===== config.mk =====
export PLATFORM = sky130hd
export DESIGN_NAME = dcs_sequencer
export DESIGN_NICKNAME = d
export VERILOG_FILES = /design/src/shared/dcs_pkg.sv /design/src/rtl/dcs_link.sv /design/src/rtl/dcs_sequencer.sv
export VERILOG_INCLUDE_DIRS = /design/src /design/src/shared
export SDC_FILE = /design/constraint.sdc
export NUM_CORES = 2
export LEC_CHECK = 0
export BUFFER_PORTS_ARGS = -buffer_cell sky130_fd_sc_hd__buf_2
export CAP_MARGIN = 30
export CORE_MARGIN = 3
export CORE_UTILIZATION = 26
export DETAILED_ROUTE_END_ITERATION = 16
export HOLD_SLACK_MARGIN = 0.03
export SLEW_MARGIN = 5
export SYNTH_ARGS = -nofsm -noshare
export SYNTH_HDL_FRONTEND = slang
export SYNTH_SLANG_ARGS = --single-unit

===== constraint.sdc =====
create_clock -name core_clk -period 3.8 [get_ports core_clk]
set_input_delay 0.38 -clock core_clk [delete_from_list [all_inputs] [get_ports core_clk]]
set_output_delay 0.38 -clock core_clk [all_outputs]
set_load 0.01 [all_outputs]

===== src/shared/dcs_consts.svh =====
`ifndef DCS_CONSTS_SVH
`define DCS_CONSTS_SVH

`define DCS_MOTORS 3
`define DCS_RAM_SEL_BIT 8
`define DCS_REG_CTRL 6'h00
`define DCS_REG_STATUS 6'h01
`define DCS_REG_RXDATA 6'h02
`define DCS_REG_DGCNT 6'h03

`define DCS_CTRL_START 0
`define DCS_CTRL_LAST_LO 2
`define DCS_CTRL_SCK_POL 4
`define DCS_CTRL_NCS_POL 5
`define DCS_CTRL_DIV_LO 8

`define DCS_ST_BUSY 0
`define DCS_ST_PEND 1
`define DCS_ST_DAC_LO 4
`define DCS_ST_WP_LO 8

`define DCS_RST_LAST 2'h2
`define DCS_RST_DIV 8'h0f

`define DCS_NXM_BIT 5
`define DCS_CODE_ZERO 5'h10
`define DCS_CODE_ONE 5'h11
`define DCS_CODE_DIR 5'h12
`define DCS_CODE_STEP 5'h13
`define DCS_GRP_A 2'h0
`define DCS_GRP_B 2'h1
`define DCS_SEL_POL 3'h6
`define DCS_SEL_FD 3'h7
`define DCS_QUARTER 8'h40

`endif


===== src/shared/dcs_pkg.sv =====
package dcs_pkg;
  typedef logic [63:0][11:0] dcs_ram_t;

  typedef struct packed {
    logic [5:0] dac_a;
    logic [5:0] dac_b;
    logic pol_a;
    logic pol_b;
    logic fd_a;
    logic fd_b;
    logic dir;
    logic step;
  } dcs_snap_t;

  typedef enum logic [1:0] {L_IDLE, L_LOW, L_HIGH, L_END} dcs_lstate_t;
  typedef enum logic [1:0] {S_IDLE, S_SEND} dcs_sstate_t;

  typedef struct packed {
    dcs_lstate_t state;
    logic [7:0] cnt;
    logic sck;
    logic sdo;
    logic ncs_n;
    logic last;
    logic s1;
    logic s2;
    logic s3;
    logic sdi_f;
    logic [31:0] rx;
  } dcs_link_st_t;

  typedef struct packed {
    dcs_ram_t ram;
    logic [1:0] last_idx;
    logic [7:0] clk_div;
    logic sck_pol;
    logic ncs_pol;
    dcs_sstate_t state;
    logic [5:0] wp;
    logic [1:0] dac;
    logic pend;
    logic [15:0] dgcnt;
    dcs_snap_t [2:0] snap;
    logic ack;
    logic [31:0] dat;
  } dcs_top_st_t;
endpackage


===== src/rtl/dcs_link.sv =====
`timescale 1ns/1ps
`default_nettype none
module dcs_link
  import dcs_pkg::*;
(
  // Clock and reset
  input wire logic core_clk,
  input wire logic nrst,
  // Configuration
  input wire logic [7:0] clk_div,
  input wire logic sck_pol,
  input wire logic ncs_pol,
  // Bit stream from sequencer
  input wire logic bit_valid,
  input wire logic bit_data,
  input wire logic bit_last,
  output logic bit_take,
  output logic link_idle,
  output logic [31:0] rx_data,
  // Chain pins
  input wire logic chain_sdi,
  output logic chain_sck,
  output logic chain_sdo,
  output logic chain_sel
);
  dcs_link_st_t q, d;
  logic take;

  always_comb begin
    d = q;
    take = 1'b0;
    d.s1 = chain_sdi;
    d.s2 = q.s1;
    d.s3 = q.s2;
    if (q.s2 == q.s3) begin
      d.sdi_f = q.s3;
    end
    unique case (q.state)
      L_IDLE: begin
        d.sck = sck_pol;
        d.ncs_n = 1'b1;
        take = bit_valid;
      end
      L_LOW: begin
        if (q.cnt == 8'h00) begin
          d.sck = ~sck_pol;
          d.state = L_HIGH;
          d.cnt = clk_div;
          // Take the value agreed at this edge, else a bit arrives late
          d.rx = {q.rx[30:0], d.sdi_f};
        end else begin
          d.cnt = q.cnt - 8'h01;
        end
      end
      L_HIGH: begin
        if (q.cnt == 8'h00) begin
          d.sck = sck_pol;
          if (q.last) begin
            d.state = L_END;
            d.cnt = clk_div;
          end else begin
            // Holds clock idle if the sequencer is late
            take = bit_valid;
          end
        end else begin
          d.cnt = q.cnt - 8'h01;
        end
      end
      L_END: begin
        if (q.cnt == 8'h00) begin
          d.state = L_IDLE;
          d.ncs_n = 1'b1;
        end else begin
          d.cnt = q.cnt - 8'h01;
        end
      end
    endcase
    if (take) begin
      d.sdo = bit_data;
      d.last = bit_last;
      d.ncs_n = 1'b0;
      d.state = L_LOW;
      d.cnt = clk_div;
    end
  end

  always_ff @(posedge core_clk or negedge nrst) begin
    if (!nrst) begin
      q <= '{state: L_IDLE, ncs_n: 1'b1, s1: 1'b1, s2: 1'b1, s3: 1'b1,
             sdi_f: 1'b1, default: '0};
    end else begin
      q <= d;
    end
  end

  assign bit_take = take;
  assign link_idle = (q.state == L_IDLE);
  assign rx_data = q.rx;
  assign chain_sck = q.sck;
  assign chain_sdo = q.sdo;
  assign chain_sel = q.ncs_n ^ ncs_pol;
endmodule
`default_nettype wire


===== src/rtl/dcs_sequencer.sv =====
`timescale 1ns/1ps
`default_nettype none
`include "dcs_consts.svh"
module dcs_sequencer
  import dcs_pkg::*;
(
  // Clock and reset
  input wire logic core_clk,
  input wire logic nrst,
  // Wishbone slave
  input wire logic wb_cyc_i,
  input wire logic wb_stb_i,
  input wire logic wb_we_i,
  input wire logic [8:0] wb_adr_i,
  input wire logic [3:0] wb_sel_i,
  input wire logic [31:0] wb_dat_i,
  output logic [31:0] wb_dat_o,
  output logic wb_ack_o,
  // Motor signals from microstep unit
  input wire logic [2:0][7:0] motor_pos,
  input wire logic [2:0] motor_dir,
  input wire logic [2:0] motor_step,
  input wire logic [2:0] motor_fd_a,
  input wire logic [2:0] motor_fd_b,
  input wire logic xmit_req,
  // Driver chain pins
  input wire logic chain_sdi,
  output logic chain_sck,
  output logic chain_sdo,
  output logic chain_sel
);
  dcs_top_st_t q, d;
  dcs_snap_t [2:0] live;
  logic bit_take;
  logic link_idle;
  logic [31:0] rx_data;
  logic [5:0] cur_word;
  logic cur_bit;
  logic cur_last;
  logic seq_valid;

  // Quarter table lives in the upper half of the RAM
  function automatic logic [6:0] coil_lut(input logic [7:0] pos,
                                          input dcs_ram_t ram);
    logic [5:0] idx;
    logic [5:0] adr;
    logic [5:0] mag;
    idx = pos[6] ? ~pos[5:0] : pos[5:0];
    adr = {1'b1, idx[5:1]};
    mag = idx[0] ? ram[adr][11:6] : ram[adr][5:0];
    coil_lut = {pos[7], mag};
  endfunction

  function automatic logic pick_bit(input logic [4:0] code,
                                    input dcs_snap_t s);
    logic b;
    b = 1'b0;
    if (code[4:3] == `DCS_GRP_A) begin
      if (code[2:0] == `DCS_SEL_POL) begin
        b = s.pol_a;
      end else if (code[2:0] == `DCS_SEL_FD) begin
        b = s.fd_a;
      end else begin
        b = s.dac_a[code[2:0]];
      end
    end else if (code[4:3] == `DCS_GRP_B) begin
      if (code[2:0] == `DCS_SEL_POL) begin
        b = s.pol_b;
      end else if (code[2:0] == `DCS_SEL_FD) begin
        b = s.fd_b;
      end else begin
        b = s.dac_b[code[2:0]];
      end
    end else begin
      unique case (code)
        `DCS_CODE_ZERO: b = 1'b0;
        `DCS_CODE_ONE: b = 1'b1;
        `DCS_CODE_DIR: b = s.dir;
        `DCS_CODE_STEP: b = s.step;
        default: b = 1'b0;
      endcase
    end
    pick_bit = b;
  endfunction

  // One signal set per motor, all from the same table
  for (genvar m = 0; m < `DCS_MOTORS; m++) begin : g_motor
    logic [6:0] coil_a;
    logic [6:0] coil_b;
    assign coil_a = coil_lut(motor_pos[m], q.ram);
    assign coil_b = coil_lut(motor_pos[m] + `DCS_QUARTER, q.ram);
    assign live[m] = '{dac_a: coil_a[5:0], dac_b: coil_b[5:0],
                       pol_a: coil_a[6], pol_b: coil_b[6],
                       fd_a: motor_fd_a[m], fd_b: motor_fd_b[m],
                       dir: motor_dir[m], step: motor_step[m]};
  end

  // Even word in the low half, odd word in the high half
  assign cur_word = q.wp[0] ? q.ram[{1'b0, q.wp[5:1]}][11:6]
                            : q.ram[{1'b0, q.wp[5:1]}][5:0];
  assign cur_bit = pick_bit(cur_word[4:0], q.snap[q.dac]);
  assign cur_last = cur_word[`DCS_NXM_BIT] && (q.dac == q.last_idx);
  assign seq_valid = (q.state == S_SEND);

  dcs_link u_link (
    .core_clk(core_clk),
    .nrst(nrst),
    .clk_div(q.clk_div),
    .sck_pol(q.sck_pol),
    .ncs_pol(q.ncs_pol),
    .bit_valid(seq_valid),
    .bit_data(cur_bit),
    .bit_last(cur_last),
    .bit_take(bit_take),
    .link_idle(link_idle),
    .rx_data(rx_data),
    .chain_sdi(chain_sdi),
    .chain_sck(chain_sck),
    .chain_sdo(chain_sdo),
    .chain_sel(chain_sel)
  );

  always_comb begin
    logic req;
    logic wr;
    logic go;
    logic launch;
    logic [5:0] idx;
    req = wb_cyc_i && wb_stb_i && !q.ack;
    wr = req && wb_we_i;
    idx = wb_adr_i[7:2];
    go = 1'b0;
    launch = 1'b0;
    d = q;
    d.ack = req;
    d.dat = '0;

    if (req && wb_adr_i[`DCS_RAM_SEL_BIT]) begin
      // RAM stays writable during a datagram
      d.dat = {20'h0_0000, q.ram[idx]};
      if (wr && wb_sel_i[0]) begin
        d.ram[idx][7:0] = wb_dat_i[7:0];
      end
      if (wr && wb_sel_i[1]) begin
        d.ram[idx][11:8] = wb_dat_i[11:8];
      end
    end else if (req) begin
      unique case (idx)
        `DCS_REG_CTRL: begin
          d.dat[`DCS_CTRL_LAST_LO +: 2] = q.last_idx;
          d.dat[`DCS_CTRL_SCK_POL] = q.sck_pol;
          d.dat[`DCS_CTRL_NCS_POL] = q.ncs_pol;
          d.dat[`DCS_CTRL_DIV_LO +: 8] = q.clk_div;
          if (wr && wb_sel_i[0]) begin
            go = wb_dat_i[`DCS_CTRL_START];
            d.last_idx = wb_dat_i[`DCS_CTRL_LAST_LO +: 2];
            d.sck_pol = wb_dat_i[`DCS_CTRL_SCK_POL];
            d.ncs_pol = wb_dat_i[`DCS_CTRL_NCS_POL];
          end
          if (wr && wb_sel_i[1]) begin
            d.clk_div = wb_dat_i[`DCS_CTRL_DIV_LO +: 8];
          end
        end
        `DCS_REG_STATUS: begin
          d.dat[`DCS_ST_BUSY] = seq_valid || !link_idle;
          d.dat[`DCS_ST_PEND] = q.pend;
          d.dat[`DCS_ST_DAC_LO +: 2] = q.dac;
          d.dat[`DCS_ST_WP_LO +: 6] = q.wp;
        end
        `DCS_REG_RXDATA: d.dat = rx_data;
        `DCS_REG_DGCNT: d.dat = {16'h0000, q.dgcnt};
        default: d.dat = '0;
      endcase
    end

    // Request waits until the chain has fully closed
    launch = q.pend && (q.state == S_IDLE) && link_idle;
    d.pend = go || xmit_req || (q.pend && !launch);

    unique case (q.state)
      S_IDLE: begin
        d.dac = 2'h0;
        if (launch) begin
          d.snap = live;
          d.wp = 6'h00;
          d.dac = 2'h0;
          d.state = S_SEND;
        end
      end
      S_SEND: begin
        if (bit_take) begin
          // Wraps in the config half only
          d.wp = q.wp + 6'h01;
          if (cur_word[`DCS_NXM_BIT]) begin
            if (q.dac == q.last_idx) begin
              d.dac = 2'h0;
              d.state = S_IDLE;
              d.dgcnt = q.dgcnt + 16'h0001;
            end else begin
              d.dac = q.dac + 2'h1;
            end
          end
        end
      end
    endcase
  end

  always_ff @(posedge core_clk or negedge nrst) begin
    if (!nrst) begin
      q <= '{state: S_IDLE, last_idx: `DCS_RST_LAST,
             clk_div: `DCS_RST_DIV, default: '0};
    end else begin
      q <= d;
    end
  end

  assign wb_ack_o = q.ack;
  assign wb_dat_o = q.dat;
endmodule
`default_nettype wire


==> impl_results.md <==
* Post-route DRC at 0
* Internal power of the cells at 18.8 mW
* CTS Buffer Depth at 3
* Most frequently used flop master after synthesis: dfrtp_1
* Hold Path Sink: q[322]
* Routed wl met2 at 107 mm
* Register area at 0.0236 mm^2
* Insertion delay to the later sink of the worst-skew pair at 0.79 ns
* Slowest stage cell, crit path: dfrtp_4
* Fmax at 280 MHz
* CTS root buf: clkbuf_16
* Final #Nets at 4,670
* Post-synthesis sequential area ratio at 37.7%
* YS warnings at 0
* Switching pwr at 8.46 mW
* Full die area at 0.247 mm^2
* Crit share post-route at 94.0%
* Critical Path Max Stage Delay at 0.50 ns
* Vias in the first global route at 47,200
* Synth Instances at 4,429
* Initial Util at 26.2%
* CTS resizes at 0
* I/O pins at 124
* Cell repeated most along the worst path: buf_4
* P&R area growth vs syn at 16.9%
* Tightest Pin Transition at 1.04 ns
* Die X at 497 um
* Ratio of cells with drive above 1 in the final layout at 51.3%
* DR vias/cell at 6.07
* Multi-input logic area at 0.0372 mm^2
* Aggregate global-route resource usage at 19.0%
* Crit-path max FO at 20
* Switching Fraction at 31.0%
* Power share of the clock group at 38.1%
* Share of the synthesized area in the top cell type at 37.3%
* Worst hold path class: in -> reg
* Peak supply drop at 0.000453 V
* Die Height at 497 um
* Crit path arrival time at 4.19 ns
* Final Util at 30.7%
* Hold Path Stages at 2
* Reg2reg setup slack at 0.23 ns
* Grt ovf at 0
* Most used standard cell by instance count after synthesis: dfrtp_1
* Static leakage at 29.8 nW
* Mapped Nets at 4,520
* Core area at 0.239 mm^2
* CTS tree: built
* H-Tree Depth at 3
* DRT Pass-1 Iters at 7
* CP Capture Type: flop
* Leading area contributor after synthesis: dfrtp_1
* Cells taking the most area after synthesis: dfrtp_1, mux4_2, mux2_2
* Critical R2R Launch: q[107]
* Logic pwr share at 21.5%
* Reg-to-reg endpoint: u_link.chain_sdo
* DRT iter0 DRCs at 7,665
* Final Hold Fails at 0
* Num CTS Buffers at 100
* Routed length per placed instance at 30.6 um
* Worst-path clk slew at 0.06 ns
* Sequential fraction of design power at 40.4%
* Synth Area per Inst at 14.1 um^2
* Critical setup path kind: reg -> reg
* CP Launch Point: q[107]
* Largest net degree at the start of global routing at 102
* First-pass GRT wire length at 347 mm
* Initial antenna violation count at 18
* Syn Std Cell Area at 0.0626 mm^2
* Relative slew slack at 30.8%
* RePlAce Congestion at 0.937
* Pins Over Slew Limit at 0
* Unrepaired setup endpoints after global routing: false
* Worst path required time at 4.42 ns
* Final setup fails at 0
* Vias at 47,600
* Clk_skew at 0.0734 ns
* Placed wire-length estimate at 163 mm
* Cell variety after synth at 67
* Outcome: finished clean
* Synth Register Bits at 943
* Sink Count at 943
* Top layer in use: met5
* Hold Startpoint: wb_dat_i[4]
* Reg2reg path depth at 11
* Commonest cells in the netlist: dfrtp_1, mux4_2, mux2_2, a22oi_1, clkbuf_1
* Synth async-reset ratio at 100%
* Final Critical Period at 3.57 ns
* WL final at 240 mm
* Max-Cap Viols at 0
* DRT met1 WL at 86.6 mm
* Fillers at 23,700
* Detail Route Antenna Nets at 0
* Post-synth EDFFs at 0
* # rows at 179
* Post-CTS setup buffers at 0
* Crit-path cells: buf_12 > buf_4 > buf_4 > mux4_2 > a2111o_1 > o22a_1 > nand3_1 > buf_4 > mux2_2 > o211ai_1 > nand3_1
* IO buf count at 103
* Total negative setup slack at 0 ns
* DR WL met3 at 31.6 mm
* Power Density at 373 mW/mm^2
* CP startpoint kind: flop
[power by group through the flow]
| stage | clock network [mW] | logic [mW] | registers [mW] |
|---|---|---|---|
| 6_report | 10.4 | 5.85 | 11.0 |
| 5_1_grt | 11.0 | 6.16 | 11.1 |
| 4_1_cts | 10.6 | 5.78 | 11.0 |
| 3_5_place_dp | 0 | 5.75 | 11.2 |
| 3_3_place_gp | 0 | 5.68 | 11.2 |
| 2_1_floorplan | 0 | 3.59 | 11.0 |
[registers in the layout (all words and copies together), names as in the netlist]
name / flops
u_link.chain_sdo: 1
wb_dat_o: 32
q: 860
u_link.d: 2
u_link.rx_data: 32
u_link.q: 14
wb_ack_o: 1
u_link.chain_sck: 1
[worst max-delay path, delay by kind of cell, from the launching register on]
kind / cells / cell delay [ns]
AOI/OAI and AO/OA: 3 / 0.81
buffers and inverters: 4 / 1.00
DFF: 1 / 0.50
muxes: 2 / 0.84
and+or+nand+nor: 2 / 0.22
[layer usage]
layer / vias to the layer above / global-route usage (%)
met3: 732 / 6.12
met2: 3805 / 28.9
met4: 6 / 9.82
li1: 18300 / -
met1: 24700 / 24.2
met5: - / 0
[area by class of cell]
cell class | instances | share of cell area, %
tap | 3167 | 5.41
sequential | 943 | 32.3
multi-input combinational | 3009 | 50.8
antenna | 5 | 0.0171
timing repair buffer | 514 | 6.66
inverter | 11 | 0.0564
clock inverter | 51 | 0.836
clock buffer | 133 | 3.92
[repair_timing]
action                                  4_1_cts  5_1_grt
hold buffers                                 23        1
hold endpoints to repair                     87        1
endpoints found under the setup margin        0        0
[kinds of logic (layout without fill, tap and decap cells)]
family	Yosys count	count (layout)	synth area share, %
multiplexers	1727	1727	46.3
adder cells (fa/ha/maj)	4	4	0.0760
flip-flops	943	943	37.7
buffers and inverters	477	709	3.40
XOR/XNOR	49	49	0.686
AO/OA/AOI/OAI	624	624	7.35
AND/OR/NAND/NOR	605	605	4.45
other	0	5	0
[cell usage in the layout (no fill, tap or decap), types with 11 or more instances in the layout]
cell | Yosys | final
buf_2 | 67 | 101
clkinv_2 | 0 | 24
and2_1 | 26 | 25
a22o_1 | 51 | 51
buf_4 | 44 | 292
o22ai_1 | 16 | 16
mux4_2 | 853 | 853
clkbuf_16 | 0 | 101
nand4_1 | 80 | 80
dfrtp_1 | 933 | 930
nor3_1 | 14 | 13
a22oi_1 | 311 | 311
mux2_2 | 815 | 815
o21ai_0 | 42 | 42
nor2b_1 | 16 | 16
a21oi_1 | 60 | 60
clkbuf_8 | 0 | 22
dlygate4sd3_1 | 0 | 24
nand2_1 | 208 | 207
mux2i_1 | 58 | 58
nor2_1 | 185 | 184
inv_1 | 11 | 11
o211ai_1 | 18 | 18
buf_12 | 0 | 96
xnor2_1 | 30 | 18
a221oi_1 | 59 | 59
nand3_1 | 36 | 36
[worst max path at each step]
stage	cells after the start	end	slack [ns]
detailed placement	10	q[101]	0.30
finish	11	u_link.chain_sdo	0.23
global placement	11	u_link.chain_sdo	0.33
floorplan	9	q[58]	0.69
CTS	11	u_link.chain_sdo	0.26
global route	11	u_link.chain_sdo	0.12
[stage by stage]
stage / setup slack (ns) / cells / hold WS (ns) / area [um^2] / power (mW)
CTS: 0.260 / 7823 / 0.0752 / 73100 / 27.3
global route: 0.118 / 7828 / 0.105 / 73200 / 28.2
detailed placement: 0.297 / 7616 / 0.351 / 69400 / 16.9
finish: 0.227 / 7833 / 0.0941 / 73200 / 27.3
global placement: 0.328 / 7615 / 0.355 / 69400 / 16.8
floorplan: 0.691 / 4429 / 0.0844 / 62600 / 14.5
Note: power is estimated with default switching activity, not from simulation.
